## src/rtl/diag_defines.vh

```
/*
  Constants for the diagnostic event manager: event codes, class
  encodings, fail-safe output values and identification string sizes.
  Assumes inclusion by bare name from rtl/ sources.
*/
`ifndef DIAG_DEFINES_VH
`define DIAG_DEFINES_VH

// ****************************************************************
// event sources (bit positions of the fault vector)
// ****************************************************************
`define EV_COUNT 15
`define EV_COIL 0
`define EV_TEMP_CIRC 1
`define EV_HW 2
`define EV_MEM 3
`define EV_OVL_ONE 4
`define EV_OVL_TWO 5
`define EV_SIM 6
`define EV_OVERRIDE 7
`define EV_I1_RANGE 8
`define EV_U1_RANGE 9
`define EV_P1_RANGE 10
`define EV_I2_RANGE 11
`define EV_U2_RANGE 12
`define EV_EMPTY 13
`define EV_TEMP_RANGE 14

// ****************************************************************
// event codes (decimal values carried in 10 bits)
// ****************************************************************
`define CODE_W 10
`define CODE_COIL 10'h0_0B5
`define CODE_TEMP_CIRC 10'h0_0B4
`define CODE_HW 10'h0_0C9
`define CODE_MEM 10'h1_1B
`define CODE_OVL_ONE 10'h1_BE
`define CODE_OVL_TWO 10'h1_BF
`define CODE_SIM 10'h1_E5
`define CODE_OVERRIDE 10'h1_C5
`define CODE_I1_RANGE 10'h1_B9
`define CODE_U1_RANGE 10'h1_BC
`define CODE_P1_RANGE 10'h1_BB
`define CODE_I2_RANGE 10'h1_BA
`define CODE_U2_RANGE 10'h1_BD
`define CODE_EMPTY 10'h3_C2
`define CODE_TEMP_RANGE 10'h3_42

// ****************************************************************
// classes
// ****************************************************************
`define CLASS_W 2
`define CLASS_NONE 2'h0
`define CLASS_ALARM 2'h1
`define CLASS_CHECK 2'h2
`define CLASS_WARN 2'h3

// ****************************************************************
// fail-safe setpoints (current in uA, voltage in mV)
// ****************************************************************
`define SETPT_W 16
`define ALARM_CURRENT_UA 16'h0_DAC
`define ALARM_VOLTAGE_MV 16'h0_6D6

// ****************************************************************
// identification strings
// ****************************************************************
`define TAG_CHARS 32
`define SERIAL_CHARS 11
`define FW_CHARS 8
`define ASCII_DOT 8'h2E
`define ASCII_ZERO 8'h30
`define ASCII_HEX_ALPHA 8'h37
`define DISPLAY_PERIOD 24'h98_9680

`endif

```

## src/rtl/diag_priority.v

```verilog
/*
  Priority picker: returns the lowest set index of a request vector.
  Assumes the caller orders requests so that bit 0 is most urgent.
*/
`timescale 1ns/1ps
`default_nettype none
module diag_priority #(
  parameter N = 15,
  parameter IW = 4
) (
  input wire [N-1:0] req,
  output reg [IW-1:0] idx,
  output wire any
);
  integer i;
  assign any = |req;
  always @* begin
    idx = {IW{1'b0}};
    // scan downwards so the lowest set bit is the last to land
    for (i = N - 1; i >= 0; i = i - 1) begin
      if (req[i]) begin
        idx = i[IW-1:0];
      end
    end
  end
endmodule // diag_priority
`default_nettype wire

```

## src/rtl/diag_event_manager.v

```verilog
/*
  Diagnostic event manager: classifies fault sources, picks the most
  urgent for the display, drives fail-safe reactions and reports every
  new event to the IO-Link side, except changes undone while a report is busy; also holds identification strings.
  Assumes fault inputs arrive from other clock domains or pins, and
  that the IO-Link stack takes events with a valid/ready handshake.
*/
// Operation
// [RULE_01] pending fault shows alternately with the normal view on display
// [RULE_02] several pending events: display only the highest priority one
// [RULE_03] rank alarm, then function check, then warning; fixed tie order
// [RULE_04] alarm halts measurement, forces outputs and totalizers, reports
// [RULE_05] function check covers simulation, output overload, flow override
// [RULE_06] warning keeps measuring, reduced accuracy, outputs untouched
// [RULE_07] alarm turns switch output off; other classes no effect
// [RULE_08] alarm stops pulse output; other classes no effect
// [RULE_09] alarm stops totalizer; other classes no effect
// [RULE_10] alarm forces current setpoint to 3.5 mA
// [RULE_11] alarm forces voltage setpoint to 1.75 V
// [RULE_12] every event of every class is reported to the IO-Link master; code drops changes undone while a report is busy
// [RULE_13] codes 181, 180, 201 are alarm class by default
// [RULE_14] configuration checksum failure raises alarm code 283
// [RULE_15] overload on output one 446, output two 447, function check
// [RULE_16] simulation raises 485, flow override 453, function check
// [RULE_17] range limits raise warnings 441, 442, 443, 444, 445
// [RULE_18] empty pipe raises warning 962, temperature range warning 834
// [RULE_19] tag string holds at most 32 characters
// [RULE_20] serial up to 11 characters; firmware shown as xx.yy.zz
`timescale 1ns/1ps
`default_nettype none
`include "diag_defines.vh"
module diag_event_manager #(
  parameter [23:0] DISPLAY_PERIOD = `DISPLAY_PERIOD,
  parameter [7:0] FW_MAJOR = 8'h01,
  parameter [7:0] FW_MINOR = 8'h01,
  parameter [7:0] FW_PATCH = 8'h00
) (
  input wire clk,
  input wire rst_n,
  input wire [`EV_COUNT-1:0] fault_in,
  input wire [`SETPT_W-1:0] current_setpt_in,
  input wire [`SETPT_W-1:0] voltage_setpt_in,
  input wire switch_in,
  input wire pulse_in,
  input wire total_inc_in,
  input wire tag_we,
  input wire [4:0] tag_addr,
  input wire [7:0] tag_data,
  input wire serial_we,
  input wire [3:0] serial_addr,
  input wire [7:0] serial_data,
  input wire [4:0] id_addr,
  output reg [7:0] tag_char_q,
  output reg [7:0] serial_char_q,
  output reg [7:0] fw_char_q,
  output reg show_diag_q,
  output reg [`CODE_W-1:0] disp_code_q,
  output reg [`CLASS_W-1:0] disp_class_q,
  output reg measure_run_q,
  output reg reduced_accuracy_q,
  output reg switch_out_q,
  output reg pulse_out_q,
  output reg total_run_q,
  output reg [`SETPT_W-1:0] current_setpt_q,
  output reg [`SETPT_W-1:0] voltage_setpt_q,
  output wire ev_valid,
  input wire ev_ready,
  output reg [`CODE_W-1:0] ev_code_q,
  output reg [`CLASS_W-1:0] ev_class_q,
  output reg ev_appear_q,
  output reg [31:0] total_count_q
);
  // ****************************************************************
  // code and class tables
  // ****************************************************************
  function [`CODE_W-1:0] code_of;
    input [3:0] i;
    begin
      case (i)
        `EV_COIL: code_of = `CODE_COIL; // RULE_13
        `EV_TEMP_CIRC: code_of = `CODE_TEMP_CIRC; // RULE_13
        `EV_HW: code_of = `CODE_HW; // RULE_13
        `EV_MEM: code_of = `CODE_MEM; // RULE_14
        `EV_OVL_ONE: code_of = `CODE_OVL_ONE; // RULE_15
        `EV_OVL_TWO: code_of = `CODE_OVL_TWO; // RULE_15
        `EV_SIM: code_of = `CODE_SIM; // RULE_16
        `EV_OVERRIDE: code_of = `CODE_OVERRIDE; // RULE_16
        `EV_I1_RANGE: code_of = `CODE_I1_RANGE; // RULE_17
        `EV_U1_RANGE: code_of = `CODE_U1_RANGE; // RULE_17
        `EV_P1_RANGE: code_of = `CODE_P1_RANGE; // RULE_17
        `EV_I2_RANGE: code_of = `CODE_I2_RANGE; // RULE_17
        `EV_U2_RANGE: code_of = `CODE_U2_RANGE; // RULE_17
        `EV_EMPTY: code_of = `CODE_EMPTY; // RULE_18
        `EV_TEMP_RANGE: code_of = `CODE_TEMP_RANGE; // RULE_18
        default: code_of = {`CODE_W{1'b0}};
      endcase
    end
  endfunction

  // bit order already groups alarm, check, warning, so index sets rank
  function [`CLASS_W-1:0] class_of;
    input [3:0] i;
    begin
      if (i <= `EV_MEM) begin
        class_of = `CLASS_ALARM; // RULE_13 RULE_14
      end else if (i <= `EV_OVERRIDE) begin
        class_of = `CLASS_CHECK; // RULE_05
      end else if (i < `EV_COUNT) begin
        class_of = `CLASS_WARN; // RULE_06
      end else begin
        class_of = `CLASS_NONE;
      end
    end
  endfunction

  // ****************************************************************
  // input synchronisers
  // ****************************************************************
  reg [`EV_COUNT-1:0] fault_m_q;
  reg [`EV_COUNT-1:0] fault_q;
  always @(posedge clk) begin
    if (!rst_n) begin
      fault_m_q <= {`EV_COUNT{1'b0}};
      fault_q <= {`EV_COUNT{1'b0}};
    end else begin
      fault_m_q <= fault_in;
      fault_q <= fault_m_q;
    end
  end

  // ****************************************************************
  // priority selection
  // ****************************************************************
  wire [3:0] top_idx;
  wire any_pending;
  diag_priority #(.N(`EV_COUNT), .IW(4)) u_prio (
    .req(fault_q),
    .idx(top_idx),
    .any(any_pending)
  ); // RULE_02 RULE_03
  wire alarm_active = |fault_q[`EV_MEM:`EV_COIL];
  wire warn_active = |fault_q[`EV_TEMP_RANGE:`EV_I1_RANGE];

  // ****************************************************************
  // display alternation
  // ****************************************************************
  reg [23:0] alt_cnt_q;
  always @(posedge clk) begin
    if (!rst_n) begin
      alt_cnt_q <= 24'h00_0000;
      show_diag_q <= 1'b0;
      disp_code_q <= {`CODE_W{1'b0}};
      disp_class_q <= `CLASS_NONE;
    end else begin
      disp_code_q <= any_pending ? code_of(top_idx) : {`CODE_W{1'b0}};
      disp_class_q <= any_pending ? class_of(top_idx) : `CLASS_NONE;
      if (!any_pending) begin
        alt_cnt_q <= 24'h00_0000;
        show_diag_q <= 1'b0;
      end else if (alt_cnt_q >= DISPLAY_PERIOD - 24'h00_0001) begin
        alt_cnt_q <= 24'h00_0000;
        show_diag_q <= ~show_diag_q; // RULE_01
      end else begin
        alt_cnt_q <= alt_cnt_q + 24'h00_0001;
      end
    end
  end

  // ****************************************************************
  // fail-safe reactions
  // ****************************************************************
  // checks do not reach the outputs at all; warnings only set reduced_accuracy_q
  always @(posedge clk) begin
    if (!rst_n) begin
      measure_run_q <= 1'b0;
      reduced_accuracy_q <= 1'b0;
      switch_out_q <= 1'b0;
      pulse_out_q <= 1'b0;
      total_run_q <= 1'b0;
    end else begin
      measure_run_q <= ~alarm_active; // RULE_04
      reduced_accuracy_q <= warn_active & ~alarm_active; // RULE_06
      switch_out_q <= switch_in & ~alarm_active; // RULE_07
      pulse_out_q <= pulse_in & ~alarm_active; // RULE_08
      total_run_q <= ~alarm_active; // RULE_09
    end
  end

  // ****************************************************************
  // totalizer
  // ****************************************************************
  // frozen, not cleared, so the count resumes where it stopped
  always @(posedge clk) begin
    if (!rst_n) begin
      total_count_q <= 32'h0000_0000;
    end else if (total_inc_in && !alarm_active) begin
      total_count_q <= total_count_q + 32'h0000_0001; // RULE_09
    end
  end

  // ****************************************************************
  // fail-safe setpoints
  // ****************************************************************
  // alarm values hold through reset so the loop reads fault until ready
  always @(posedge clk) begin
    if (!rst_n) begin
      current_setpt_q <= `ALARM_CURRENT_UA;
      voltage_setpt_q <= `ALARM_VOLTAGE_MV;
    end else if (alarm_active) begin
      current_setpt_q <= `ALARM_CURRENT_UA; // RULE_10
      voltage_setpt_q <= `ALARM_VOLTAGE_MV; // RULE_11
    end else begin
      current_setpt_q <= current_setpt_in; // RULE_10
      voltage_setpt_q <= voltage_setpt_in; // RULE_11
    end
  end

  // ****************************************************************
  // event reporting
  // ****************************************************************
  // one transition pending per source; a change while busy is sent later only if it still
  // differs from reported_q when the handshake ends, since reported state lags the live state
  reg [`EV_COUNT-1:0] reported_q;
  reg busy_q;
  reg [3:0] ev_idx_q;
  wire [`EV_COUNT-1:0] changed = fault_q ^ reported_q;
  wire [3:0] chg_idx;
  wire chg_any;
  diag_priority #(.N(`EV_COUNT), .IW(4)) u_chg (
    .req(changed),
    .idx(chg_idx),
    .any(chg_any)
  );
  assign ev_valid = busy_q;
  always @(posedge clk) begin
    if (!rst_n) begin
      reported_q <= {`EV_COUNT{1'b0}};
      busy_q <= 1'b0;
      ev_idx_q <= 4'h0;
      ev_code_q <= {`CODE_W{1'b0}};
      ev_class_q <= `CLASS_NONE;
      ev_appear_q <= 1'b0;
    end else if (busy_q) begin
      if (ev_ready) begin
        busy_q <= 1'b0;
        reported_q[ev_idx_q] <= ev_appear_q; // RULE_12
      end
    end else if (chg_any) begin
      busy_q <= 1'b1; // RULE_12
      ev_idx_q <= chg_idx;
      ev_code_q <= code_of(chg_idx);
      ev_class_q <= class_of(chg_idx);
      ev_appear_q <= fault_q[chg_idx];
    end
  end

  // ****************************************************************
  // identification strings
  // ****************************************************************
  reg [7:0] tag_mem [0:`TAG_CHARS-1];
  reg [7:0] serial_mem [0:`SERIAL_CHARS-1];
  always @(posedge clk) begin
    if (tag_we) begin
      tag_mem[tag_addr] <= tag_data; // RULE_19
    end
    if (serial_we && serial_addr < `SERIAL_CHARS) begin
      serial_mem[serial_addr] <= serial_data; // RULE_20
    end
  end

  // digits above nine show as capital letters
  function [7:0] hex_char;
    input [3:0] n;
    begin
      if (n > 4'h9) begin
        hex_char = `ASCII_HEX_ALPHA + {4'h0, n};
      end else begin
        hex_char = `ASCII_ZERO + {4'h0, n};
      end
    end
  endfunction

  always @(posedge clk) begin
    if (!rst_n) begin
      tag_char_q <= 8'h00;
      serial_char_q <= 8'h00;
      fw_char_q <= 8'h00;
    end else begin
      tag_char_q <= tag_mem[id_addr];
      serial_char_q <= (id_addr < `SERIAL_CHARS) ?
        serial_mem[id_addr[3:0]] : 8'h00;
      case (id_addr)
        5'h00: fw_char_q <= hex_char(FW_MAJOR[7:4]); // RULE_20
        5'h01: fw_char_q <= hex_char(FW_MAJOR[3:0]);
        5'h02: fw_char_q <= `ASCII_DOT;
        5'h03: fw_char_q <= hex_char(FW_MINOR[7:4]);
        5'h04: fw_char_q <= hex_char(FW_MINOR[3:0]);
        5'h05: fw_char_q <= `ASCII_DOT;
        5'h06: fw_char_q <= hex_char(FW_PATCH[7:4]);
        5'h07: fw_char_q <= hex_char(FW_PATCH[3:0]);
        default: fw_char_q <= 8'h00;
      endcase
    end
  end
endmodule // diag_event_manager
`default_nettype wire

```

## config.mk

```make
export PLATFORM = sky130hd
export DESIGN_NAME = diag_event_manager
export DESIGN_NICKNAME = d
export VERILOG_FILES = /design/src/rtl/diag_priority.v /design/src/rtl/diag_event_manager.v
export VERILOG_INCLUDE_DIRS = /design/src /design/src/rtl
export SDC_FILE = /design/constraint.sdc
export NUM_CORES = 1
export LEC_CHECK = 0
export BUFFER_PORTS_ARGS = -buffer_cell sky130_fd_sc_hd__buf_4
export CORE_ASPECT_RATIO = 0.75
export CORE_MARGIN = 8
export CORE_UTILIZATION = 40
export CTS_CLUSTER_SIZE = 8
export DETAILED_ROUTE_END_ITERATION = 7
export PLACE_DENSITY = 0.59
export SLEW_MARGIN = 20
export SYNTH_ARGS = -nofsm -noshare
export SYNTH_HDL_FRONTEND = slang
export SYNTH_SLANG_ARGS = --single-unit
```

## constraint.sdc

```tcl
create_clock -name clk -period 8.2 [get_ports clk]
set_input_delay 1.23 -clock clk [delete_from_list [all_inputs] [get_ports clk]]
set_output_delay 1.23 -clock clk [all_outputs]
set_load 0.02 [all_outputs]
```

Word-level counts from Yosys, hierarchy flattened. Memories as Yosys holds them, arrays and structs flattened. A register that Yosys moved wholly into a read port is not among the register bits. Cells that the tools add are included.

$add $sub $neg: 2. Multipliers: 0. Divide/modulo/power cells: 0. $lt $le $gt $ge: 12. Eq/ne operators: 0. Shifts and indexed selects: 0. Muxes and demuxes: 48. Bitwise gates (word level): 9. Reductions and logical operators: 22.

Operators by type and width (count): 2-to-1 mux 4 bit (30); adder 32 x 1 -> 32 bit, second input constant (1); OR reduction 15 bit (2); adder 24 x 1 -> 24 bit, second input constant (1); >= comparator 24 bit, second input constant (1); bitwise mux 15 bit (1); bitwise XOR 15 bit (1); less-than comparator 4 bit, second input constant (3); less-than comparator 4 x 5 -> 1 bit, second input constant (2); 2-to-1 mux 1 bit (10); 2-to-1 mux 2 bit (5); AND reduction 2 bit (5); <= comparator 4 x 2 -> 1 bit, second input constant (2); <= comparator 4 x 3 -> 1 bit, second input constant (2); OR reduction 7 bit (1); zero test 1 bit (6); OR reduction 3 bit (2); less-than comparator 5 x 4 -> 1 bit, second input constant (1); inverter 1 bit (5); OR reduction 5 bit (1); binary-select mux 1 bit (select 4 bit) (1); demux 1 bit (select 4 bit) (1); >= comparator 4 x 1 -> 1 bit, second input constant (1); OR reduction 4 bit (1); 3 further kinds (7).

Flip-flop bits (word level): 156. Latch bits: 0. RAM bits: 344. Memory bits (read-only): 360. Output and inout port bits: 120. Logic and storage cells: 117. Memories kept: 5.

Memory list: tag_mem (words 32, bits a word 8, read ports 1, clocked after Yosys merged registers in 1, wr ports 1, RTL line diag_event_manager.v:260) `` reg [7:0] tag_mem [0:`TAG_CHARS-1]; ``; (no name shown) (words 16, bits a word 10, read ports 1, clocked after Yosys merged registers in 1, wr ports 0, RTL line diag_event_manager.v:79) `case (i)`; (no name shown) (words 16, bits a word 10, read ports 1, clocked after Yosys merged registers in 1, wr ports 0, RTL line diag_event_manager.v:79); serial_mem (words 11, bits a word 8, read ports 1, clocked after Yosys merged registers in 1, wr ports 1, RTL line diag_event_manager.v:261) `` reg [7:0] serial_mem [0:`SERIAL_CHARS-1]; ``; (no name shown) (words 8, bits a word 5, read ports 1, clocked after Yosys merged registers in 1, wr ports 0, RTL line diag_event_manager.v:292) `case (id_addr)`.

Depth between registers and ports, before layout. Gate-level depths: netlist (run 1).

Word-level depth: 20. Depth in mapped cells: 13.

Hierarchy. Synthesis (run 1) repeated with hierarchy kept, for this count alone.

Cell total of the unflattened synthesis: 1507. Area total of the unflattened synthesis: 21179.1 µm².

Modules (own cells, without submodules): diag_event_manager (times used 1, cells each 1453, area an instance 20861.3 µm², seq. area each 14093.5 µm²); diag_priority (times used 2, cells each 27, area an instance 158.9 µm², seq. area each 0.0 µm²).

Worst setup path after synthesis (run 1). Ideal clock, no wire load.

Kind: input to register. From: in id_addr[0]. To: reg tag_char_q[3], read port of tag_mem. Arrival: 3164 ps. Slack: 4909 ps. Stages: 6. Buffers on the path: 2. Path through: buf_2 buf_1 mux4_2 mux4_2 mux2i_1 nor2_1.

RTL lines: from (decl) (RTL line diag_event_manager.v:52) `input wire [4:0] id_addr,`; to (decl) (RTL line diag_event_manager.v:53) `output reg [7:0] tag_char_q,`.

==> results.ini, run 1 <==
[detailed_routing]
drt_iter0_drc = 992
via_count = 12391
detail_route.first_pass.iterations = 5
ant_nets = 0
wirelength_mm = 49.89
wl_per_cell_um = 20.94
via_per_inst = 5.200
route.detailed.drc = 0

[grt]
grt_pass1_wl_mm = 76.68
grt_max_degree = 61
antenna_found_initial = 1
grt-ovfl-total = 0
grt_use_total = 0.1651
grt_pass1_vias = 12260

[synth]
syn_area_per_cell_sq_um = 14.76
yosys.area.top_type = edfxtp_1
ys_seq_elements = 532
yosys-top-cells-area = edfxtp_1, dfxtp_1, mux4_2
synth_seq_area_share = 0.6742
ys_warn_count = 0
synth-compound-area-share = 0.04429
synthFlopType = edfxtp_1
syn_area_sq_mm = 0.02091
synthSimpleGateAreaFrac = 0.1017
synth_cell_type_count = 68
async_flop_share = 0
synthMuxAreaShare = 0.1189
synth_top_family_by_area = multiplexers
synth_edf_count = 344
synth_top_area_share = 0.4941
synth_adder_area_share = 0.01317
synth_xor_area_frac = 0.02849
synth_cells = 1416

[timing]
fin_crit_sh = 0.4193
fin_skew_ns = 0.02672
tightestPinTransition_ns = 1.100
hold_viol_final = 0
max_slew_margin = 0.2639
period_needed_ns = 3.439
setup_viol = 0
rsz0062_at_grt = no
finalMaxSlewViolations = 0
hold_slack_ns = 0.4282
fmax_mhz = 290.8
finalSetupTns_ns = 0
fin_ws_ns = 4.761

[worst_hold_path]
worst_hold_path_type = flop to flop

[worst_setup_path]
cp.required_ns = 8.67
cp-end-kind = flop
arrival_ns = 3.91
r2r_start = fault_q[14]
startpoint_type = input pin
r2r-end = ev_code_q[5]
rrSetupSlack_ns = 4.85
path_max_fanout = 50
crit_type = input pin to flop
worstSetupStartpoint = id_addr[0]
ff2ff_path_depth = 10
cp-endpoint = tag_char_q[5]

[clocking]
cts_buffer_depth = 3
h-tree-depth = 3
hold_buffers = 0
clk_pin_slew_worst_paths_ns = 0.05
cts_made_buffers = 77
cts.sinks = 532
clock_latency_ns = 0.61
ctsResizeCount = 0
cts_setup_buffers = 0
cts-root-buf = clkbuf_16
cts_tree = yes

[place]
dp_slack_ns = 4.038
hpwlAfterDp_mm = 32.36
io_buffers = 202
place_congestion = 0.7771
placed_cells = 2254
postPlaceCellArea_sq_mm = 0.02304

[flow_run]
maxCapViolations = 0

[cells_and_area]
post-route-util = 0.4897
nFillCells = 4458
nNetsFinal = 1737
final_common_cell = edfxtp_1
fin_area_sq_mm = 0.02528
n_antenna_cell = 0
drive_gt1_frac = 0.2464
final_cells = 2383
layout_common_cells = edfxtp_1, buf_4, dfxtp_1
syn_to_final_growth_pct = 20.92

[die]
dieArea_sq_mm = 0.05991
core_area_sq_mm = 0.05162
io_pins = 205
fp.dieW_um = 280.0
start_util = 0.4050
num_rows = 72
die_h_um = 214.0

[pwr]
vdd_drop_max_mv = 0.1857
cellPowerDensity_mw_per_mm2 = 251.3
power_mw = 6.352
p_leak_nw = 9.067

[outcome]
status = completed

-- flip-flops by register name (all words and copies together) (netlist names), 2 cells and up --
signal	count
alt_cnt_q	24
current_setpt_q	16
disp_class_q	2
disp_code_q	10
ev_class_q	2
ev_code_q	10
ev_idx_q	4
fault_m_q	15
fault_q	15
fw_char_q	4
reported_q	15
serial_char_q	8
serial_mem	88
tag_char_q	8
tag_mem	256
total_count_q	32
voltage_setpt_q	16
-- metal layers --
metal | track usage | share of wire
met4 | 0.05042 | 0.023
met3 | 0.03980 | 0.072
met1 | 0.2341 | 0.45
met5 | 0 | 0.00026
met2 | 0.2497 | 0.45
-- cells in the mapped netlist (all sizes together), types with 2 or more instances --
master  number
nand3       28
mux2i       30
a311oi       2
a221o        2
nand4        9
xnor2       20
nor2b       10
clkbuf      49
ha          22
nor2       159
o211ai       7
buf         27
mux2         2
nor4         7
or3         24
and4         6
a21oi       55
o21bai       3
and3        35
o21ai       25
edfxtp     344
a21o         2
or2          2
o21a         2
a221oi       3
mux4        96
nor3        15
nand3b       7
dfxtp      188
and2        42
o31ai        4
nand2       70
nand2b       9
inv         17
o221ai       2
or3b         5
xor2        48
a211oi      24
-- logic make-up (layout without fill, tap and decap cells) --
kind of cell,Yosys count,after routing
adder cells (fa/ha/maj),22,22
multiplexers,128,128
flip-flops,532,532
AND/OR/NAND/NOR,430,430
buffers and inverters,93,356
other,1,2
AO/OA/AOI/OAI,142,142
XOR/XNOR,68,68
-- report_power, final --
| part | internal (mW) | leakage (nW) | switching (mW) |
|---|---|---|---|
| clock | 1.76 | 1.06 | 1.13 |
| sequential | 2.93 | 4.64 | 0.0383 |
| combinational | 0.203 | 3.36 | 0.285 |
| total | 4.89 | 9.07 | 1.46 |
-- final cells by class --
| type | count | area, sq um | area share |
|---|---|---|---|
| Clock buffer | 122 | 2117 | 0.08375 |
| Clock inverter | 7 | 112.6 | 0.004455 |
| Inverter | 17 | 63.81 | 0.002524 |
| Multi-Input combinational cell | 792 | 6432 | 0.2545 |
| Sequential cell | 532 | 14090 | 0.5575 |
| Tap cell | 703 | 879.6 | 0.03480 |
| Timing Repair Buffer | 210 | 1580 | 0.06251 |
-- worst min-delay path by stage --
| stage | from | endpoint | slack (ns) | depth (start not counted) |
|---|---|---|---|---|
| 3_3_place_gp | fault_m_q[1] | fault_q[1] | 0.42 | 1 |
| 3_5_place_dp | fault_m_q[7] | fault_q[7] | 0.43 | 1 |
| 6_report | fault_m_q[9] | fault_q[9] | 0.43 | 1 |
| 4_1_cts | fault_m_q[9] | fault_q[9] | 0.43 | 1 |
| 5_1_grt | fault_m_q[12] | fault_q[12] | 0.44 | 1 |
| 2_1_floorplan | fault_m_q[0] | fault_q[0] | 0.41 | 1 |
-- critical path, cell delays in order --
cell and delay [ns]:
buf_6 0.52, buf_4 0.75, mux4_2 0.65, mux4_2 0.51
mux2i_1 0.15, nor2_1 0.05
(Power assumes the default switching activity.)
==> run 2: changes to the inputs <==
Clock period 8.2 ns to 3.2 ns, I/O delays scaled along.
==> run 2 against run 1 <==
Net effect:
- sequential share of layout area fell by 0.58 points
- setup slack got worse by 4.2 ns
- cell count rose by 1.2%
- via count rose by 1.2%
- wire length rose by 1.5%
==> results.ini, run 2 (synthesis results as in run 1) <==
[worst_hold_path]
worst_hold_startpoint = current_setpt_in[2]
hold_path_depth = 2
holdPathEnd = current_setpt_q[2]
worst_hold_path_type = input pin to flop

[grt]
grt-ovfl-total = 0
grt_pass1_wl_mm = 77.40
grt_pass1_vias = 12644
grt_max_degree = 76
grt_use_total = 0.1671
antenna_found_initial = 3

[pwr]
cellPowerDensity_mw_per_mm2 = 635.0
p_seq_frac = 0.468
internal_power_mw = 12.49
vdd_drop_max_mv = 0.4334
sw_frac_of_total = 0.2299
p_comb_frac = 0.081
power.net_switching_mw = 3.729
p_leak_nw = 9.266
clkPwrFrac = 0.451

[die]
die_h_um = 214.0
fp.dieW_um = 280.0
core_area_sq_mm = 0.05162
dieArea_sq_mm = 0.05991
num_rows = 72
io_pins = 205
start_util = 0.4050

[detailed_routing]
ant_nets = 0
detail_route.first_pass.iterations = 5
via_count = 12541
wirelength_mm = 50.62
route.detailed.drc = 0
wl_per_cell_um = 20.99
via_per_inst = 5.199
drt_iter0_drc = 969

[place]
hpwlAfterDp_mm = 33.25
io_buffers = 202
placed_cells = 2294
place_congestion = 0.7979

[timing]
fin_crit_sh = 0.8350
setup_viol = 0
fin_skew_ns = 0.02129
period_needed_ns = 2.672
tightestPinTransition_ns = 0.9815
fmax_mhz = 374.2
hold_viol_final = 0
hold_slack_ns = 0.06515
max_slew_margin = 0.3457
finalSetupTns_ns = 0
finalMaxSlewViolations = 0
rsz0062_at_grt = no

[worst_setup_path]
r2r_start = fault_q[14]
startpoint_type = flop
path_max_fanout = 7
cp-end-kind = flop
rrSetupSlack_ns = 0.53
cp.required_ns = 3.65
r2r-end = ev_code_q[5]
arrival_ns = 3.13
crit_type = flop to flop
ff2ff_path_depth = 10

[clocking]
cts_buffer_depth = 3
cts_setup_buffers = 0
cts-root-buf = clkbuf_16
ctsResizeCount = 0
cts_made_buffers = 76
clock_latency_ns = 0.61
hold_buffers = 0
clk_pin_slew_worst_paths_ns = 0.05
cts_tree = yes
cts.sinks = 532
h-tree-depth = 3

[cells_and_area]
nFillCells = 4415
regMostFlops = tag_mem
largest_reg_flops = 256
drive_gt1_frac = 0.2610
reg_top3 = tag_mem: 256 flops, serial_mem: 88 flops, total_count_q: 32 flops
syn_to_final_growth_pct = 22.20
n_antenna_cell = 0
post-route-util = 0.4949
layout_common_cells = edfxtp_1, buf_4, dfxtp_1
seq_area_sq_mm = 0.01409
final_cells = 2412
nNetsFinal = 1776
multi_input_area_sq_mm = 0.006415
final_common_cell = edfxtp_1

[flow_run]
maxCapViolations = 0

[outcome]
status = completed

[run 2: per-stage QoR]
| step | power [mW] | setup slack (ns) | instance area [sq um] |
|---|---|---|---|
| finish | 16.22 | 0.5279 | 25550 |
| global route | 16.83 | 0.3177 | 25550 |
| CTS | 16.42 | 0.5016 | 25550 |
| detailed placement | 9.051 | 0.5186 | 23370 |
| global placement | 9.029 | 0.5328 | 23370 |
| floorplan | 8.485 | 0.6064 | 20910 |
[run 2: final cells by class]
type / instances / area share
clock buffer: 113 / 0.08111
clock inverter: 5 / 0.004114
inverter: 17 / 0.002498
multi-input combinational: 792 / 0.2511
sequential: 532 / 0.5517
tap: 703 / 0.03443
timing repair buffer: 250 / 0.07508
[run 2: how the worst max path moves through the flow]
stage | startpoint | endpoint | slack, ns | depth (start not counted)
finish | fault_q[14] | ev_code_q[5] | 0.53 | 10
global route | fault_q[3] | alt_cnt_q[10] | 0.32 | 6
CTS | fault_q[3] | alt_cnt_q[10] | 0.50 | 6
detailed placement | fault_q[3] | alt_cnt_q[10] | 0.52 | 6
global placement | fault_q[7] | ev_code_q[9] | 0.53 | 9
floorplan | fault_q[14] | ev_appear_q | 0.61 | 9
[run 2: power by group through the flow]
stage          combinational, mW  sequential (mW)  clock [mW]
3_5_place_dp                1.33             7.72           0
2_1_floorplan              0.683             7.80           0
4_1_cts                     1.33             7.59        7.49
3_3_place_gp                1.31             7.72           0
5_1_grt                     1.43             7.60        7.79
6_report                    1.31             7.59        7.32
[run 2: metal layers]
metal | vias to the layer above | global-route usage | wire length, um
met1 | 6323 | 0.2346 | 23230
li1 | 5792 | - | -
met4 | 2 | 0.03782 | 839
met2 | 348 | 0.2564 | 23250
met5 | - | 0 | 13
met3 | 76 | 0.04719 | 3290
[run 2: worst max-delay path, stage by stage (launching register included)]
cell      delay [ns]
dfxtp_1         0.37
xor2_1          0.23
or3b_4          0.42
a211oi_4        0.23
o21a_1          0.36
inv_1           0.16
ha_1            0.26
nor2_1          0.18
a21oi_1         0.06
o211ai_1        0.18
a21oi_1         0.08
==> run 3: changes to the inputs <==
Settings changed: PLACE_DENSITY 0.59 to 0.61.
Clock period 3.2 ns to 2.2 ns, I/O delays scaled along.
==> run 3 against run 2 <==
Net effect:
- the run now ends with negative setup slack left
- design area is 8.7% higher
- setup slack worse by 0.66 ns
- sequential power grew 45%
==> results.ini, run 3 (synthesis results as in run 1) <==
[clocking]
clk_pin_slew_worst_paths_ns = 0.05
cts.sinks = 532
cts_buffer_depth = 3
clock_latency_ns = 0.61
h-tree-depth = 3
cts-root-buf = clkbuf_16
cts_made_buffers = 76
cts_tree = yes

[worst_setup_path]
arrival_ns = 2.81
crit_type = flop to flop
crit_path_cell_trace = xor2_1, or3b_4, a211oi_4, o21a_4, mux2_4, o211ai_2, a211oi_2, o31a_1
startpoint_type = flop
cp_slowest_stage_delay_ns = 0.43
cp.required_ns = 2.68
path_max_fanout = 6
critPathSlowestCell = or3b_4
cp-end-kind = flop

[cells_and_area]
reg_top3 = tag_mem: 256 flops, serial_mem: 88 flops, total_count_q: 32 flops
drive_gt1_frac = 0.3543
layout_common_cells = buf_4, edfxtp_1, dfxtp_1
syn_to_final_growth_pct = 32.81
nNetsFinal = 1955
fin_area_sq_mm = 0.02776
post-route-util = 0.5379
largest_reg_flops = 256
regMostFlops = tag_mem
final_common_cell = buf_4
nFillCells = 4196

[die]
fp.dieW_um = 280.0
num_rows = 72
core_area_sq_mm = 0.05162
start_util = 0.4050
die_h_um = 214.0
io_pins = 205
dieArea_sq_mm = 0.05991

[timing]
period_needed_ns = 2.333
finalMaxSlewViolations = 0
max_slew_margin = 0.5272
rsz0062_at_grt = yes
fin_crit_sh = 1.060
fin_ws_ns = -0.1326
hold_viol_final = 0
setup_viol = 26
fmax_mhz = 428.7
tightestPinTransition_ns = 0.7082
finalSetupTns_ns = -0.7650
fin_skew_ns = 0.01728

[outcome]
violations = negative setup slack
status = complete, but fails checks

[detailed_routing]
via_per_inst = 5.123
via_count = 13285
route.detailed.drc = 0
drt_iter0_drc = 1018
wl_per_cell_um = 20.25
detail_route.first_pass.iterations = 5
wirelength_mm = 52.51
ant_nets = 0

[place]
hpwlAfterDp_mm = 34.20
postPlaceCellArea_sq_mm = 0.02435
io_buffers = 202
place_congestion = 0.9099

[pwr]
cellPowerDensity_mw_per_mm2 = 870.4
p_leak_nw = 10.25
vdd_drop_max_mv = 0.5657

[worst_hold_path]
worst_hold_path_type = input pin to flop

[grt]
grt_pass1_vias = 13641
grt-ovfl-total = 0
grt_max_degree = 49
grt_pass1_wl_mm = 80.54
grt_use_total = 0.1727
antenna_found_initial = 2

[flow_run]
maxCapViolations = 0

[run 3: cell types whose count changed in the layout (fill, tap and decap cells not counted), moves of 9 or more]
cell	previous run	this run
buf_12	3	13
buf_4	246	347
dfxtp_2	0	12
dfxtp_1	188	176
nor2_1	159	131
dlygate4sd3_1	0	55
buf_6	1	10
nor2_4	0	22
[run 3: worst max-delay path: cells and delay by family, from the launching register on]
family | cells | cell delay [ns]
xor+xnor | 1 | 0.17
compound gates | 5 | 0.99
simple gates | 1 | 0.43
flops | 1 | 0.32
mux | 1 | 0.32
[run 3: path summary, 6_finish.rpt]
check / cells after the start / from / to / slack (ns)
min: 2 / current_setpt_in[0] / current_setpt_q[0] / 0.07
max reg2reg: 8 / reported_q[13] / ev_appear_q / -0.13
max: 8 / reported_q[13] / ev_appear_q / -0.13
min reg2reg: 1 / fault_m_q[3] / fault_q[3] / 0.43
[run 3: through the flow]
stage	instances	power, mW	setup slack, ns	hold WS, ns
after floorplan	1417	12.36	-0.3107	0.4118
after global placement	2402	13.35	-0.3357	0.4228
after detailed placement	2402	13.39	-0.4171	0.4243
after CTS	2585	24.29	-0.1120	0.01523
after global routing	2592	25.11	-0.2301	0.02694
final	2593	24.17	-0.1326	0.06928
[run 3: layout make-up]
cell class                 instances  area, sq um  share of cell area
clock inverter                     6        108.9            0.003921
multi-input combinational        792         6929              0.2496
sequential                       532        14110              0.5082
inverter                          17        63.81            0.002298
tap                              703        879.6             0.03168
timing repair buffer             429         3601              0.1297
clock buffer                     112         2068             0.07449
antenna                            2        5.005           0.0001803
[run 3: report_power, final]
part | internal, mW | switching (mW) | leakage, nW | total (mW)
sequential | 10.9 | 0.126 | 4.65 | 11.0
combinational | 1.17 | 1.33 | 4.56 | 2.50
clock | 6.46 | 4.18 | 1.04 | 10.6
total | 18.5 | 5.63 | 10.3 | 24.2
[run 3: metal layers]
| layer | part of all wire | vias up | GRT usage | wire [um] |
|---|---|---|---|---|
| li1 | - | 6164 | - | - |
| met1 | 0.46 | 6666 | 0.2417 | 24140 |
| met2 | 0.46 | 357 | 0.2661 | 24050 |
| met3 | 0.061 | 98 | 0.04414 | 3183 |
| met4 | 0.022 | 0 | 0.04593 | 1143 |
| met5 | 0 | - | 0 | 0 |
[run 3: repair_timing]
action / in CTS / in global routing
endpoints found under the hold margin: 135 / 0
setup endpoints to repair: 44 / 54
buffers inserted: 10 / 4
gates cloned: 0 / 4
hold buffers: 55 / 0
pin swaps: 19 / 55
resized for setup: 33 / 107
